<file path="src/shared/smsp_params.svh">
/*
 Constants of the serial port: register offsets, field positions,
 reset values and timing counts. Assumes a 16-bit word-addressed frame.
*/
`ifndef SMSP_PARAMS_SVH
`define SMSP_PARAMS_SVH

// register offsets (16-bit word addresses)
`define SMSP_A_CCR 16'h7040
`define SMSP_A_CTL 16'h7041
`define SMSP_A_STS 16'h7042
`define SMSP_A_BRR 16'h7044
`define SMSP_A_RXEMU 16'h7046
`define SMSP_A_RXBUF 16'h7047
`define SMSP_A_TXBUF 16'h7048
`define SMSP_A_DAT 16'h7049
`define SMSP_A_FFTX 16'h704a
`define SMSP_A_FFRX 16'h704b
`define SMSP_A_FFCT 16'h704c
`define SMSP_A_PRI 16'h704f

// config_control fields
`define SMSP_CCR_RUN 7
`define SMSP_CCR_POL 6
// operation_control fields
`define SMSP_CTL_RXIE 0
`define SMSP_CTL_TALK 1
`define SMSP_CTL_MST 2
`define SMSP_CTL_PHA 3
`define SMSP_CTL_OVIE 4
// port_status fields
`define SMSP_STS_OVR 7
`define SMSP_STS_RXF 6
`define SMSP_STS_TXF 5
// queue control fields
`define SMSP_FF_ENH 5
`define SMSP_FF_FLUSH 6
`define SMSP_FF_IE 7

`define SMSP_REG_RST 8'h00

// timing and sizes
`define SMSP_LSP_NS 25
`define SMSP_MIN_BRR 7'h03
`define SMSP_MIN_DIV 8'h04
`define SMSP_DEPTH 5'h10
`define SMSP_STD_DEPTH 5'h02

`endif

</file>
<file path="src/shared/smsp_pkg.sv">
/*
 Types shared by the serial port modules.
 Assumes nothing beyond a SystemVerilog compiler.
*/
package smsp_pkg;
	typedef logic [15:0] smsp_word_t;
	typedef enum logic [1:0] {SMSP_IDLE, SMSP_RUN, SMSP_GAP} smsp_state_t;
endpackage

</file>
<file path="src/shared/smsp_q_if.sv">
/*
 Valid/ready carrier between the port core and one word queue.
 Assumes owner and store sit on the same clock.
*/
`timescale 1ns/1ps
interface smsp_q_if;
	logic push_valid;
	logic push_ready;
	logic [15:0] push_data;
	logic pop_valid;
	logic pop_ready;
	logic [15:0] pop_data;
	logic [4:0] level;
	logic deep;
	logic flush;
	modport owner(output push_valid, push_data, pop_ready, deep, flush,
		input push_ready, pop_valid, pop_data, level);
	modport store(input push_valid, push_data, pop_ready, deep, flush,
		output push_ready, pop_valid, pop_data, level);
endinterface

</file>
<file path="src/rtl/smsp_queue.sv">
/*
 Word queue: sixteen entries when deep, two entries otherwise.
 Assumes the owner holds pop_ready only while it consumes a word.
*/
`timescale 1ns/1ps
`include "smsp_params.svh"
module smsp_queue
	import smsp_pkg::*;
(
	input wire logic clock_i,
	input wire logic sys_rst_i,
	input wire logic ce_i,
	smsp_q_if.store q
);
	smsp_word_t mem [16];
	logic [3:0] wp_r;
	logic [3:0] rp_r;
	logic [4:0] cnt_r;
	logic push;
	logic pop;

	assign push = q.push_valid && q.push_ready;
	assign pop = q.pop_ready && q.pop_valid;
	assign q.push_ready = cnt_r < (q.deep ? `SMSP_DEPTH : `SMSP_STD_DEPTH);
	assign q.pop_valid = cnt_r != 5'h00;
	assign q.pop_data = mem[rp_r];
	assign q.level = cnt_r;

	always_ff @(posedge clock_i or posedge sys_rst_i) begin
		if (sys_rst_i) begin
			wp_r <= 4'h0;
			rp_r <= 4'h0;
			cnt_r <= 5'h00;
		end else if (ce_i) begin
			if (q.flush) begin
				wp_r <= 4'h0;
				rp_r <= 4'h0;
				cnt_r <= 5'h00;
			end else begin
				if (push)
					wp_r <= wp_r + 4'h1;
				if (pop)
					rp_r <= rp_r + 4'h1;
				cnt_r <= cnt_r + {4'h0, push} - {4'h0, pop};
			end
		end
	end

	always_ff @(posedge clock_i) begin
		if (ce_i && push)
			mem[wp_r] <= q.push_data;
	end
endmodule

</file>
<file path="src/rtl/smsp_top.sv">
/*
 Synchronous serial port, master or slave, with transmit and receive
 queues behind a 16-bit word-addressed register port.
 Assumes single-cycle reads and writes from a CPU on clock_i, and
 pins that arrive asynchronously and are synchronised here.
*/
`timescale 1ns/1ps
`include "smsp_params.svh"
module smsp_top
	import smsp_pkg::*;
(
	input wire logic clock_i,
	input wire logic sys_rst_i,
	input wire logic ce_i,
	input wire logic [15:0] addr_i,
	input wire logic wr_i,
	input wire logic rd_i,
	input wire logic [15:0] wdata_i,
	output logic [15:0] rdata_o,
	input wire logic serial_bit_clock_i,
	output logic serial_bit_clock_o,
	output logic serial_bit_clock_oe_o,
	input wire logic slave_in_master_out_i,
	output logic slave_in_master_out_o,
	output logic slave_in_master_out_oe_o,
	input wire logic slave_out_master_in_i,
	output logic slave_out_master_in_o,
	output logic slave_out_master_in_oe_o,
	input wire logic slave_transmit_enable_n_i,
	output logic rx_int_o,
	output logic tx_int_o
);
	function automatic smsp_word_t smsp_mask(input logic [3:0] n);
		smsp_word_t m;
		m = 16'hffff >> (4'hf - n);
		return m;
	endfunction

	smsp_q_if tx_if();
	smsp_q_if rx_if();

	logic [7:0] ccr_r, brr_r, fftx_r, ffct_r, pri_r;
	logic [4:0] ctl_r;
	smsp_word_t txb_r, word_r, rx_sh_r, rd_nxt;
	logic ovr_r, out_r, sclk_r, pend_r;
	logic [2:0] clk_s_r, ste_s_r;
	logic [1:0] simo_s_r, somi_s_r, samp_d_r;
	logic [3:0] tx_idx_r, rx_cnt_r;
	logic [4:0] edge_r;
	logic [7:0] div_r, per, h_a, h_b, tg_cnt_r;
	logic [15:0] gap_r;
	smsp_state_t st_r;

	logic [3:0] len;
	logic run, pol, mst, pha, talk, enh, sel;
	assign len = ccr_r[3:0];
	assign run = ccr_r[`SMSP_CCR_RUN];
	assign pol = ccr_r[`SMSP_CCR_POL];
	assign mst = ctl_r[`SMSP_CTL_MST];
	assign pha = ctl_r[`SMSP_CTL_PHA];
	assign talk = ctl_r[`SMSP_CTL_TALK];
	assign enh = fftx_r[`SMSP_FF_ENH];

	////////////////////////////////////////////////////////////////////////
	// pin synchronisers: the first stage feeds only the second
	always_ff @(posedge clock_i or posedge sys_rst_i) begin
		if (sys_rst_i) begin
			clk_s_r <= 3'h0;
			ste_s_r <= 3'h7;
			simo_s_r <= 2'h0;
			somi_s_r <= 2'h0;
		end else if (ce_i) begin
			clk_s_r <= {clk_s_r[1:0], serial_bit_clock_i};
			ste_s_r <= {ste_s_r[1:0], slave_transmit_enable_n_i};
			simo_s_r <= {simo_s_r[0], slave_in_master_out_i};
			somi_s_r <= {somi_s_r[0], slave_out_master_in_i};
		end
	end

	////////////////////////////////////////////////////////////////////////
	// register writes
	logic wr_ok, wr_sts, tx_flush, rx_flush;
	assign wr_ok = wr_i && ce_i;
	assign wr_sts = wr_ok && addr_i == `SMSP_A_STS;
	assign tx_flush = !run || (wr_ok && addr_i == `SMSP_A_FFTX && wdata_i[`SMSP_FF_FLUSH]);
	assign rx_flush = !run || (wr_ok && addr_i == `SMSP_A_FFRX && wdata_i[`SMSP_FF_FLUSH]);

	always_ff @(posedge clock_i or posedge sys_rst_i) begin
		if (sys_rst_i) begin
			ccr_r <= `SMSP_REG_RST;
			ctl_r <= 5'h00;
			brr_r <= `SMSP_REG_RST;
			fftx_r <= `SMSP_REG_RST;
			ffct_r <= `SMSP_REG_RST;
			pri_r <= `SMSP_REG_RST;
			txb_r <= 16'h0000;
		end else if (wr_ok) begin
			case (addr_i)
				`SMSP_A_CCR: ccr_r <= wdata_i[7:0];
				`SMSP_A_CTL: ctl_r <= wdata_i[4:0];
				`SMSP_A_BRR: brr_r <= {1'b0, wdata_i[6:0]};
				`SMSP_A_FFTX: fftx_r <= {wdata_i[7], 1'b0, wdata_i[5], 5'h00};
				`SMSP_A_FFCT: ffct_r <= wdata_i[7:0];
				`SMSP_A_PRI: pri_r <= wdata_i[7:0];
				`SMSP_A_TXBUF: txb_r <= wdata_i;
				default: ;
			endcase
		end
	end

	assign tx_if.push_valid = wr_i && (addr_i == `SMSP_A_TXBUF || addr_i == `SMSP_A_DAT);
	assign tx_if.push_data = wdata_i;
	assign tx_if.deep = enh;
	assign tx_if.flush = tx_flush;
	assign rx_if.deep = enh;
	assign rx_if.flush = rx_flush;
	assign rx_if.pop_ready = rd_i && ce_i && addr_i == `SMSP_A_RXBUF;

	////////////////////////////////////////////////////////////////////////
	// register reads, one cycle after rd_i
	always_comb begin
		rd_nxt = 16'h0000;
		case (addr_i)
			`SMSP_A_CCR: rd_nxt = {8'h00, ccr_r};
			`SMSP_A_CTL: rd_nxt = {11'h000, ctl_r};
			`SMSP_A_STS: rd_nxt = {8'h00, ovr_r, rx_if.pop_valid, !tx_if.push_ready, 5'h00};
			`SMSP_A_BRR: rd_nxt = {8'h00, brr_r};
			`SMSP_A_RXEMU: rd_nxt = rx_if.pop_data;
			`SMSP_A_RXBUF: rd_nxt = rx_if.pop_data;
			`SMSP_A_TXBUF: rd_nxt = txb_r;
			`SMSP_A_DAT: rd_nxt = word_r;
			`SMSP_A_FFTX: rd_nxt = {8'h00, fftx_r[7:5], tx_if.level};
			`SMSP_A_FFRX: rd_nxt = {8'h00, 3'h0, rx_if.level};
			`SMSP_A_FFCT: rd_nxt = {8'h00, ffct_r};
			`SMSP_A_PRI: rd_nxt = {8'h00, pri_r};
			default: rd_nxt = 16'h0000;
		endcase
	end

	always_ff @(posedge clock_i or posedge sys_rst_i) begin
		if (sys_rst_i)
			rdata_o <= 16'h0000;
		else if (ce_i && rd_i)
			rdata_o <= rd_nxt;
	end

	////////////////////////////////////////////////////////////////////////
	// master bit clock
	// divide by setting plus one, or by four for settings below three
	assign per = (brr_r[6:0] < `SMSP_MIN_BRR) ? `SMSP_MIN_DIV : brr_r + 8'h01;
	// active half gets the floor, idle half the rest, so odd dividers stay exact
	assign h_a = per >> 1;
	assign h_b = per - h_a;

	logic m_tog, m_lead, m_drive, m_samp, m_start, rx_busy;
	assign m_tog = st_r == SMSP_RUN && div_r == 8'h00;
	assign m_lead = sclk_r == pol;
	// drive on first edge without delay
	assign m_drive = m_tog && (m_lead ^ pha);
	// sample on first edge with delay
	assign m_samp = m_tog && !(m_lead ^ pha);
	assign rx_busy = rx_cnt_r != 4'h0 || samp_d_r != 2'h0;
	// receive queue space stalls the master before a word starts
	assign m_start = st_r == SMSP_IDLE && run && mst && tx_if.pop_valid
		&& rx_if.push_ready && !rx_busy;

	always_ff @(posedge clock_i or posedge sys_rst_i) begin
		if (sys_rst_i) begin
			st_r <= SMSP_IDLE;
			sclk_r <= 1'b0;
			div_r <= 8'h00;
			edge_r <= 5'h00;
			gap_r <= 16'h0000;
		end else if (ce_i) begin
			case (st_r)
				SMSP_IDLE: begin
					sclk_r <= pol;
					edge_r <= 5'h00;
					if (m_start) begin
						st_r <= SMSP_RUN;
						div_r <= h_b - 8'h01;
					end
				end
				SMSP_RUN: begin
					if (!run || !mst) begin
						st_r <= SMSP_IDLE;
					end else if (m_tog) begin
						sclk_r <= !sclk_r;
						edge_r <= edge_r + 5'h01;
						div_r <= (!m_lead ? h_b : h_a) - 8'h01;
						if (edge_r == {len, 1'b1}) begin
							st_r <= (ffct_r == 8'h00) ? SMSP_IDLE : SMSP_GAP;
							gap_r <= 16'(ffct_r) * 16'(per) - 16'h0001;
						end
					end else begin
						div_r <= div_r - 8'h01;
					end
				end
				SMSP_GAP: begin
					gap_r <= gap_r - 16'h0001;
					if (gap_r == 16'h0000 || !run)
						st_r <= SMSP_IDLE;
				end
				default: st_r <= SMSP_IDLE;
			endcase
		end
	end

	////////////////////////////////////////////////////////////////////////
	// slave edge detection on the synchronised clock
	logic s_edge, s_lead, s_drive, s_samp, s_start, s_reload, load_p, drive_p;
	logic samp_p, in_bit, rx_done;
	assign sel = run && !mst && !ste_s_r[1];
	assign s_start = sel && ste_s_r[2];
	assign s_edge = sel && (clk_s_r[1] ^ clk_s_r[2]);
	assign s_lead = clk_s_r[2] == pol;
	assign s_drive = s_edge && (s_lead ^ pha);
	assign s_samp = s_edge && !(s_lead ^ pha);
	// delayed phase reloads on the trailing edge so bit one stays put
	assign s_reload = sel && (pha ? (pend_r && s_drive) : rx_done);

	assign load_p = m_start || s_start || s_reload;
	assign drive_p = mst ? m_drive : s_drive;
	// master samples two cycles late to line up with the synchronised input
	assign samp_p = mst ? samp_d_r[1] : s_samp;
	assign in_bit = mst ? somi_s_r[1] : simo_s_r[1];
	assign rx_done = samp_p && rx_cnt_r == len;
	assign tx_if.pop_ready = load_p;

	////////////////////////////////////////////////////////////////////////
	// transmit shift path
	smsp_word_t ld_word;
	// an empty queue in slave mode shifts out zeros
	assign ld_word = tx_if.pop_valid ? tx_if.pop_data : 16'h0000;

	always_ff @(posedge clock_i or posedge sys_rst_i) begin
		if (sys_rst_i) begin
			word_r <= 16'h0000;
			tx_idx_r <= 4'h0;
			out_r <= 1'b0;
			pend_r <= 1'b0;
		end else if (ce_i) begin
			pend_r <= sel && pha && (rx_done || (pend_r && !s_reload));
			if (load_p) begin
				word_r <= ld_word;
				// first bit presented a half cycle early
				if (pha) begin
					out_r <= ld_word[len];
					tx_idx_r <= len - 4'h1;
				end else begin
					tx_idx_r <= len;
				end
			end else if (drive_p) begin
				// most significant of the word first
				out_r <= word_r[tx_idx_r];
				tx_idx_r <= tx_idx_r - 4'h1;
			end
		end
	end

	////////////////////////////////////////////////////////////////////////
	// receive shift path
	// receive runs whatever the transmit setting
	always_ff @(posedge clock_i or posedge sys_rst_i) begin
		if (sys_rst_i) begin
			rx_sh_r <= 16'h0000;
			rx_cnt_r <= 4'h0;
			samp_d_r <= 2'h0;
		end else if (ce_i) begin
			samp_d_r <= {samp_d_r[0], m_samp};
			if (!run || (!mst && !sel)) begin
				rx_cnt_r <= 4'h0;
			end else if (samp_p) begin
				rx_sh_r <= {rx_sh_r[14:0], in_bit};
				rx_cnt_r <= rx_done ? 4'h0 : rx_cnt_r + 4'h1;
			end
		end
	end

	assign rx_if.push_valid = rx_done;
	assign rx_if.push_data = {rx_sh_r[14:0], in_bit} & smsp_mask(len);

	// overrun flag, new overrun beats a clear
	always_ff @(posedge clock_i or posedge sys_rst_i) begin
		if (sys_rst_i)
			ovr_r <= 1'b0;
		else if (ce_i) begin
			if (rx_done && !rx_if.push_ready)
				ovr_r <= 1'b1;
			else if (wr_sts && wdata_i[`SMSP_STS_OVR])
				ovr_r <= 1'b0;
		end
	end

	////////////////////////////////////////////////////////////////////////
	// pin drive and interrupt requests
	always_ff @(posedge clock_i or posedge sys_rst_i) begin
		if (sys_rst_i) begin
			serial_bit_clock_oe_o <= 1'b0;
			slave_in_master_out_oe_o <= 1'b0;
			slave_out_master_in_oe_o <= 1'b0;
			rx_int_o <= 1'b0;
			tx_int_o <= 1'b0;
		end else if (ce_i) begin
			serial_bit_clock_oe_o <= run && mst;
			slave_in_master_out_oe_o <= run && mst && talk;
			slave_out_master_in_oe_o <= sel && talk;
			rx_int_o <= (ctl_r[`SMSP_CTL_RXIE] && rx_if.pop_valid)
				|| (ctl_r[`SMSP_CTL_OVIE] && ovr_r);
			tx_int_o <= enh && fftx_r[`SMSP_FF_IE] && tx_if.level == 5'h00;
		end
	end

	assign serial_bit_clock_o = sclk_r;
	assign slave_in_master_out_o = out_r;
	assign slave_out_master_in_o = out_r;

	smsp_queue u_txq (
		.clock_i(clock_i),
		.sys_rst_i(sys_rst_i),
		.ce_i(ce_i),
		.q(tx_if.store)
	);
	smsp_queue u_rxq (
		.clock_i(clock_i),
		.sys_rst_i(sys_rst_i),
		.ce_i(ce_i),
		.q(rx_if.store)
	);

	////////////////////////////////////////////////////////////////////////
	// checks
	always_ff @(posedge clock_i or posedge sys_rst_i) begin
		if (sys_rst_i)
			tg_cnt_r <= 8'h00;
		else if (ce_i)
			tg_cnt_r <= (m_tog || st_r != SMSP_RUN) ? 8'h00 : tg_cnt_r + 8'h01;
	end
endmodule

</file>
<file path="config.mk">
export PLATFORM = sky130hd
export DESIGN_NAME = smsp_top
export DESIGN_NICKNAME = d
export VERILOG_FILES = /design/src/shared/smsp_pkg.sv /design/src/shared/smsp_q_if.sv /design/src/rtl/smsp_queue.sv /design/src/rtl/smsp_top.sv
export VERILOG_INCLUDE_DIRS = /design/src /design/src/shared
export SDC_FILE = /design/constraint.sdc
export NUM_CORES = 1
export LEC_CHECK = 0
export BUFFER_PORTS_ARGS = -buffer_cell sky130_fd_sc_hd__buf_2
export CAP_MARGIN = 20
export CORE_UTILIZATION = 55
export CTS_CLUSTER_DIAMETER = 30
export CTS_CLUSTER_SIZE = 14
export DETAILED_ROUTE_END_ITERATION = 8
export PLACE_DENSITY = 0.78
export SYNTH_ARGS = -nofsm -noshare
export SYNTH_HDL_FRONTEND = slang
export SYNTH_SLANG_ARGS = --single-unit
</file>
<file path="constraint.sdc">
create_clock -name clock_i -period 15.11 [get_ports clock_i]
set_clock_uncertainty 0.15 [all_clocks]
set_input_delay 0.7555 -clock clock_i [delete_from_list [all_inputs] [get_ports clock_i]]
set_output_delay 0.7555 -clock clock_i [all_outputs]
set_load 0.01 [all_outputs]
</file>
# Word level (Yosys, flattened, before mapping)

Memories as Yosys holds them, arrays and structs flattened.
Cells that the tools add are included.

Memories kept: 2
RAM bits: 512
Output and inout bits: 24
Bits of input ports: 41
Flip-flop bits (word level): 187
Logic and storage cells: 262

Memory list:

| name      | words | width | rd ports | clocked after Yosys merged registers in | wr ports | line             | RTL |
|---|---|---|---|---|---|---|---|
| u_rxq.mem | 16    | 16    | 1        | 0                                       | 1        | smsp_queue.sv:15 | `smsp_word_t mem [16];` |
| u_txq.mem | 16    | 16    | 1        | 0                                       | 1        | smsp_queue.sv:15 |  |

Reduce and logical (&&, ||, !) cells: 107
Add/sub/neg operators: 20
Bitwise gates (word level): 5
Muxes and demuxes: 59
Magnitude comparators: 5
Shift operators: 1
Equal/unequal tests: 26
Multipliers: 1

Operators with widths:

| cell                                                   | count |
|---|---|
| equality test 16 x 15 -> 1 bit (second input constant) | 12 |
| one-hot mux 16 bit (11 select lines)                   | 1 |
| 2-to-1 mux 16 bit                                      | 4 |
| 2-to-1 mux 4 bit                                       | 14 |
| logical AND 1 bit                                      | 45 |
| 2-to-1 mux 8 bit                                       | 5 |
| one-hot mux 16 bit (2 select lines)                    | 1 |
| subtractor 16 x 1 -> 16 bit (second input constant)    | 2 |
| AND reduction 2 bit                                    | 15 |
| 2-to-1 mux 5 bit                                       | 5 |
| subtractor 8 x 1 -> 8 bit (second input constant)      | 3 |
| adder 4 x 1 -> 4 bit (second input constant)           | 5 |
| nonzero test 2 bit                                     | 10 |
| 2-to-1 mux 1 bit                                       | 17 |
| bitwise AND 16 bit                                     | 1 |
| logical NOT 16 bit                                     | 1 |
| logical NOT 8 bit                                      | 2 |
| multiplier 8 x 8 -> 16 bit                             | 1 |
| one-hot mux 8 bit (2 select lines)                     | 1 |
| >> shifter 16 x 4 -> 16 bit (first input constant)     | 1 |
| 2-to-1 mux 2 bit                                       | 6 |
| logical NOT 1 bit                                      | 11 |
| logical OR 1 bit                                       | 11 |
| adder 5 x 1 -> 5 bit                                   | 2 |
| other kinds (32)                                       | 48 |

# Longest topological paths before layout

Gate-level depths: netlist of run 1.

Depth after elaboration: 13
Mapped depth: 22

# Hierarchy

From an unflattened synthesis of run 1, not the netlist that was laid out.

Cells, all modules: 2,241
Area total of the unflattened synthesis: 32,693.9 µm²

By module, submodules not included:

| module              | times used | area an instance (µm²) | cells an instance | sequential area each (µm²) |
|---|---|---|---|---|
| smsp_top            | 1          | 11,449.7               | 1,214             | 4,032.6 |
| smsp_queue at u_txq | 1          | 10,645.2               | 511               | 8,012.7 |
| smsp_queue at u_rxq | 1          | 10,598.9               | 516               | 8,012.7 |

# Worst setup path after synthesis of run 1

OpenSTA, ideal clock, no wires.

Path type: register to register
Start: reg brr_r[2]
End: reg gap_r[15]
Period minus slack after synthesis: 5,421 ps
Setup time: 94 ps
Arrival time: 5,177 ps
Data required time: 14,866 ps
Stages on the path, launching flop included: 21
Path slack: 9,689 ps
Path through: dfrtp_1 > or4_4 > o21ai_1 > clkinv_1 > nand2_1 > fa_1 > inv_1 > fa_1 > fa_1 > inv_1 > fa_1 > inv_1 > ha_1 > or3_1 > nor2_1 > o21ai_0 > a41oi_1 > o21ai_0 > a21oi_1 > nor4_1 > a211oi_1

Cells in the longest elaborated chain, start to end: 8
Elaborated cells between the ends (all ways): 9
Classes of those cells: add/sub: 2; mul: 1; order compare: 1; mux: 5

Ends and longest elaborated chain:

| element                                                                    | line            | RTL |
|---|---|---|
| start: declaration                                                         | smsp_top.sv:42  | `logic [7:0] ccr_r, brr_r, fftx_r, ffct_r, pri_r;` |
| start signal: assignment                                                   | smsp_top.sv:92  | `` brr_r <= `SMSP_REG_RST; `` |
| start signal: assignment                                                   | smsp_top.sv:101 | `` `SMSP_A_BRR: brr_r <= {1'b0, wdata_i[6:0]}; `` |
| adder 7 x 1 -> 8 bit / < comparator 7 x 2 -> 1 bit (equally long branches) | --              |  |
| 2-to-1 mux 8 bit (*)                                                       | smsp_top.sv:150 | `` assign per = (brr_r[6:0] < `SMSP_MIN_BRR) ? `SMSP_MIN_DIV : brr_r + 8'h01; `` |
| multiplier 8 x 8 -> 16 bit (*)                                             | smsp_top.sv:193 | `gap_r <= 16'(ffct_r) * 16'(per) - 16'h0001;` |
| subtractor 16 x 1 -> 16 bit (*)                                            | smsp_top.sv:193 |  |
| 2-to-1 mux 16 bit (*)                                                      | smsp_top.sv:191 | `if (edge_r == {len, 1'b1}) begin` |
| 2-to-1 mux 16 bit (*)                                                      | smsp_top.sv:187 | `end else if (m_tog) begin` |
| 2-to-1 mux 16 bit (*)                                                      | smsp_top.sv:185 | `if (!run \|\| !mst) begin` |
| one-hot mux 16 bit (2 select lines) (*)                                    | smsp_top.sv:175 | `case (st_r)` |
| end signal: assignment                                                     | smsp_top.sv:193 |  |
| end signal: assignment                                                     | smsp_top.sv:200 | `gap_r <= gap_r - 16'h0001;` |
| end: declaration                                                           | smsp_top.sv:51  | `logic [15:0] gap_r;` |

Every way passes the cells marked *; elsewhere a longest branch is shown, timed or not. The select of a mux whose other input is x is not followed.
A chain may end at the register's enable or synchronous reset.

# Worst setup path after layout of run 1

Ends and elaborated chain as after synthesis.

==> out/metrics.cfg, run 1 <==
[run_status]
status=finished clean

[cts]
cts_setup_buffers=0
clk_path_buf_depth=3
post_cts_resized=0
cts_sinks=699
cts_max_level=3
cts_hold_buffers=0
cts-buffers-inserted=114
cts_root_buf=clkbuf_16
clkTransAtPathRegs_ps=50
clk_latency_ps=680
cts_tree=yes

[sta]
period_share_pct=39.44
fin_tns_setup_ps=0
rsz0062_at_grt=no
setup_violations=0
fmax_mhz=167.8
finalWorstSetupSlack_ps=9150
max_slew_margin_pct=22.81
holdWs_ps=119.9
final-max-slew-violation-count=0
worstMarginPinSlew_ps=1158
fin_crit_ps=5960
hold_viol_final=0

[grt]
grt_max_degree=128
grt_overflow=0
antenna_found_initial=0
grt_pass1_vias=21150
grt_pass1_wl_um=124100
track_usage_pct=27.45

[synthesis]
syn_inst=2201
synth-async-reset-ratio_pct=26.75
synth-seq-cells=699
synth-edff-count=512
synth_area_per_cell_um2=14.87
synth_area_um2=32720
synth_flop_cell=edfxtp_1
ys_seq_area_share_pct=61.29
yosysTopAreaCellShare_pct=46.98
synth.area.top_cells=edfxtp_1 47%, dfrtp_1 14%, mux4_2 9.6%
ys_types=93
yosysWarnings=0
synth_fp_nets=2367
yosys.area.top_type=edfxtp_1

[power_and_ir_drop]
total_leakage_power_uw=0.01453
ir_drop_mv=0.1006
powerDensity_nw_per_um2=126.2

[floorplanning]
die_w_um=245.9
core_um2=58910
chipHeight_um=245.9
start_util_pct=55.55
io_pins=65
dieArea_um2=60480
num_rows=89

[final_layout]
areaGrowthSynthToFinish_pct=16.12
n_antenna_cell=0
drive_gt1_share_pct=24.51
layout.cells.non_filler=3192
fin_nets=2488
multiInputGateArea_um2=11780
fillers=3898
final_cell_area_um2=38000
seqCellArea_um2=20070

[min_path]
hp-class=in2async

[setup_path]
crit_chain=or4_4 > o21ai_1 > clkinv_1 > nand2_1 > fa_1 > inv_1 > fa_1 > fa_1 > inv_1 > fa_1 > inv_1 > ha_1 > or3_1 > nor2_1 > o21ai_0 > a41oi_1 > o21ai_0 > a21oi_1 > nor4_1 > a211oi_1
path_common_cell=fa_1
slowest_delay_ps=590
crit_fanout=11
critPathKind=reg2reg
cp_top_family=adder cells
critPathArrivalTime_ps=6380
cp_slowest_cell=or4_4
cp-end-kind=register
cp-start-kind=register
cp_data_required_time_ps=15530
path_buf_inv=4

[route]
num_vias=20446
ant_nets=0
drt_wl_total_um=81470
drcViolationCount=0
firstDrtPassIters=7
wl_per_cell_um=25.52
drt_iter0_drc=2359
avgViaCountPerCell=6.405

[place]
dp_hpwl_um=49480
place_worst_setup_slack_ps=9134
gp_congestion=0.9413
placedCellCount=2974
portBuffers=64
place_area_um2=33950

[job]
cap_violations=0

## worst register-to-register path, delay by kind of cell, from the launching register on
family	cells	cell delay [ps]
buf+inv	4	500
fa+ha+maj	5	2080
compound gates	6	1320
flops	1	460
simple gates	5	1350
## registers in the layout, summed over array words and instances, names as in the netlist, 15 cells and up
signal,flops
u_rxq.mem,256
gap_r,16
word_r,16
rdata_o,16
rx_sh_r,15
u_txq.mem,256
txb_r,16
## per-stage QoR
step	utilization (%)	power (uW)
after detailed placement	57.64	2173
after global routing	64.51	4901
after CTS	64.38	4812
after global placement	57.64	2170
final	64.51	4797
after floorplan	-	2140
## cell usage in the layout, fill, tap and decap left out, types with 64 or more instances in the layout
cell type,Yosys,final
mux4_2,139,139
o21ai_0,79,79
inv_1,124,123
nor2_1,88,88
buf_2,24,64
dfrtp_1,184,180
edfxtp_1,512,512
mux2_2,83,83
nand2_1,169,169
clkbuf_16,0,115
ha_1,81,81
## cell type report
type	count	share of cell area [%]
timing repair buffer	112	1.897
clock inverter	76	2.499
clock buffer	137	7.948
inverter	128	1.284
multi-input combinational	1267	31.01
tap	773	2.545
sequential	699	52.82
## synth_stat cells (6+ instances only)
cell      count
a21o_1       18
nor4_1       21
o22ai_1      17
o31ai_1      11
and3_1        8
buf_4         9
xnor2_1      38
xor2_1       21
dfrtp_1     184
and2_1       54
nor3_1       29
nor2_1       88
a21oi_1      56
nand2b_1     16
nand4_1      15
mux2_2       83
o21ai_0      79
a22o_1        7
a221oi_1     20
fa_1         44
buf_2        24
inv_1       124
or3_1         7
nor3b_1       7
or2_2         6
a22oi_1      11
nand2_1     169
nand3_1      33
a32o_1        6
edfxtp_1    512
mux4_2      139
o21ai_1       7
ha_1         81
a41oi_1       6
clkbuf_1     64
a222oi_1     14
nor2b_1       9
mux2i_1      38
buf_1         8
o21a_1       10
nor4_2        6
## power by group
group	switching (uW)	internal, uW
clock network	951	1710
logic	50.5	18.2
registers	6.56	2060
total	1010	3790
## cells by family after synthesis
group	synth area share [%]
AO/OA/AOI/OAI	6.890
XOR/XNOR	1.579
adder cells (fa/ha/maj)	5.789
buffers and inverters	2.936
flip-flops	61.29
multiplexers	13.58
AND/OR/NAND/NOR	7.926
## per-layer routing
| layer | routed length, um | global-route usage (%) | share of wire (%) |
|---|---|---|---|
| met1 | 31120 | 34.80 | 38 |
| met2 | 40900 | 46.45 | 50 |
| met3 | 6392 | 4.726 | 7.8 |
| met4 | 3058 | 12.08 | 3.8 |
| met5 | 0 | 0 | 0 |
## final timing paths
kind	from	to	slack [ps]	depth (start not counted)
max	brr_r[2]	gap_r[15]	9150	20
min	sys_rst_i	u_rxq.wp_r[2]	120	2
max reg2reg	brr_r[2]	gap_r[15]	9150	20
min reg2reg	rdata_o[3]	rdata_o[3]	320	1
max in group asynchronous	sys_rst_i	u_txq.rp_r[0]	13230	3
min in group clock_i	slave_in_master_out_i	simo_s_r[0]	160	2
(Power assumes the default switching activity.)
==> inputs of run 2 (changes only) <==
--- a/config.mk
+++ b/config.mk
@@ -12,7 +12,7 @@
 export CTS_CLUSTER_DIAMETER = 30
 export CTS_CLUSTER_SIZE = 14
 export DETAILED_ROUTE_END_ITERATION = 8
-export PLACE_DENSITY = 0.78
+export PLACE_DENSITY = 0.81
 export SYNTH_ARGS = -nofsm -noshare
 export SYNTH_HDL_FRONTEND = slang
 export SYNTH_SLANG_ARGS = --single-unit
==> constraint.sdc (replaced) <==
create_clock -name clock_i -period 4.9 [get_ports clock_i]
set_clock_uncertainty 0.15 [all_clocks]
set_input_delay 0.245 -clock clock_i [delete_from_list [all_inputs] [get_ports clock_i]]
set_output_delay 0.245 -clock clock_i [all_outputs]
set_load 0.01 [all_outputs]
==> run 2 against run 1 <==
  * The run now ends with setup timing left
  * Critical path depth grew 1
  * Clock power rose to 3.1 times the previous value
  * Via count is 3.3% higher
  * Critical path type unchanged
  * Largest power group unchanged
==> out/metrics.cfg, run 2 (synthesized netlist as in run 1, its figures left out) <==
[sta]
fin_crit_ps=5234  ; -725.7 ps
finalWorstSetupSlack_ps=-334.4  ; -9484 ps
setup_violations=9  ; +9
worstMarginPinSlew_ps=1105  ; -52.61 ps
rsz0062_at_grt=yes
fin_tns_setup_ps=-1494  ; -1494 ps
period_share_pct=106.8  ; +67 points
final-max-slew-violation-count=0  ; unchanged
max_slew_margin_pct=26.16  ; +3.4 points
fmax_mhz=191.0  ; +14%
holdWs_ps=13.64  ; -106.3 ps
hold_viol_final=0  ; unchanged

[floorplanning]
die_w_um=245.9  ; unchanged
dieArea_um2=60480  ; unchanged
start_util_pct=55.55  ; unchanged
num_rows=89  ; unchanged
chipHeight_um=245.9  ; unchanged
core_um2=58910  ; unchanged
io_pins=65  ; unchanged

[cts]
clk_path_buf_depth=3  ; unchanged
clkTransAtPathRegs_ps=50  ; about the same
cts_tree=yes
cts_max_level=3  ; unchanged
cts_root_buf=clkbuf_16
cts-buffers-inserted=115  ; +0.88%
clk_latency_ps=690  ; about the same
cts_sinks=699  ; unchanged

[setup_path]
ff2ff_setup_slack_ps=-330  ; -9480 ps
critPathKind=reg2reg
cp_data_required_time_ps=5280  ; -10,250 ps
critPathLaunch=brr_r[2]
cp-start-kind=register
r2r_start=brr_r[2]
critPathArrivalTime_ps=5620  ; -760 ps
rr_worst_depth=21  ; +5.0%
crit_fanout=5  ; -6
cp-end-kind=register
rr_endpoint=gap_r[15]

[route]
drt_wl_total_um=85950  ; +5.5%
wl_per_cell_um=26.04  ; +2.0%
firstDrtPassIters=8  ; +1
num_vias=21113  ; +3.3%
avgViaCountPerCell=6.396  ; -0.15%
route.met2.wl_um=43580  ; +6.6%
top_layer_used=met5
ant_nets=0  ; unchanged
drt_iter0_drc=2417  ; +2.5%
dr_wl_met3_um=7178  ; +12%
met1_length_um=31250  ; +0.39%
drcViolationCount=0  ; unchanged

[final_layout]
reg.largest.list=u_rxq.mem (256), u_txq.mem (256)
seqCellArea_um2=20070  ; unchanged
layout_common_cells=512 x edfxtp_1, 180 x dfrtp_1, 161 x nand2_1, 139 x mux4_2, 120 x buf_4
fin_nets=2595  ; +4.3%
n_antenna_cell=0  ; unchanged
final_cell_area_um2=39220  ; +3.2%
areaGrowthSynthToFinish_pct=19.85
layout.cells.non_filler=3301  ; +3.4%
fillers=3689  ; -5.4%
drive_gt1_share_pct=28.20  ; +3.7 points
mostFrequentLayoutCell=edfxtp_1
multiInputGateArea_um2=12040  ; +2.2%

[place]
place_area_um2=34510  ; +1.7%
placedCellCount=3041  ; +2.3%
gp_congestion=0.9229  ; -2.0%
dp_hpwl_um=52110  ; +5.3%
portBuffers=64  ; unchanged

[run_status]
status=complete, but fails checks
violations=setup timing

[job]
cap_violations=0  ; unchanged

[grt]
grt_pass1_vias=22080  ; +4.4%
grt_max_degree=173  ; +35%
grt_pass1_wl_um=130900  ; +5.5%
grt_overflow=0  ; unchanged
antenna_found_initial=1  ; +1
track_usage_pct=29.05  ; +1.6 points

[power_and_ir_drop]
powerDensity_nw_per_um2=381.3  ; +200%
ir_drop_mv=0.3690  ; +270%
total_leakage_power_uw=0.01515  ; +4.3%

[min_path]
hp-class=in2async

[run 2: cell count changes in the layout (fill, tap and decap cells not counted), moves of 8 or more]
cell,before,now
o21ai_0,79,66
clkinv_1,8,16
buf_4,45,120
nand2_1,169,161
o21ai_1,7,16
dlygate4sd3_1,0,29
[run 2: area by class of cell]
| cell class | instances | share of cell area [%] |
|---|---|---|
| Clock buffer | 131 | 7.621 |
| Clock inverter | 85 | 2.760 |
| Inverter | 128 | 1.241 |
| Multi-Input combinational cell | 1267 | 30.70 |
| Sequential cell | 699 | 51.17 |
| Tap cell | 773 | 2.466 |
| Timing Repair Buffer | 218 | 4.042 |
[run 2: how the worst max path moves through the flow]
stage               cells past startpoint        end
floorplan                              20  gap_r[15]
global placement                       20  gap_r[15]
detailed placement                     20  gap_r[15]
CTS                                    19  gap_r[15]
global route                           21  gap_r[15]
finish                                 21  gap_r[15]
[run 2: metrics by stage]
stage,util [%],power [uW],setup slack [ps]
final,66.58,14950,-334.4
after global routing,66.58,15290,-516.5
after CTS,66.38,14990,-282.3
after detailed placement,58.59,6701,-345.2
after global placement,58.59,6690,-170.0
after floorplan,-,6601,-113.9
[run 2: worst max-delay path, stage by stage, from the launching register on]
cell and delay (ps):
dfrtp_1 420, buf_4 150, nand3_2 90, o21a_1 220
or2_4 280, nand2_2 100, fa_1 460, fa_1 540
inv_1 50, fa_1 530, inv_1 50, fa_1 470
inv_1 40, ha_2 170, or3_4 420, nor2_4 100
o21ai_2 70, a41oi_2 230, o21ai_2 90, a21oi_2 140
nor4_1 70, a211oi_1 250
[run 2: what timing repair did]
| action | CTS | global route |
|---|---|---|
| pin swaps | 22 | 26 |
| resized for setup | 39 | 19 |
| setup buffers | 9 | 6 |
| hold buffers | 29 | 0 |
| endpoints found under the hold margin | 300 | 0 |
| setup endpoints to repair | 9 | 10 |
[run 2: report_power, final]
group          total, uW  switching (uW)  internal [uW]
registers           6380            20.7           6360
logic                234             160           73.9
clock network       8340            3010           5330
total              15000            3190          11800
[run 2: metal layers]
layer	vias to the layer above	GRT usage (%)
li1	8875	-
met1	10702	36.07
met2	1248	48.94
met3	286	5.730
met4	2	13.88
met5	-	0
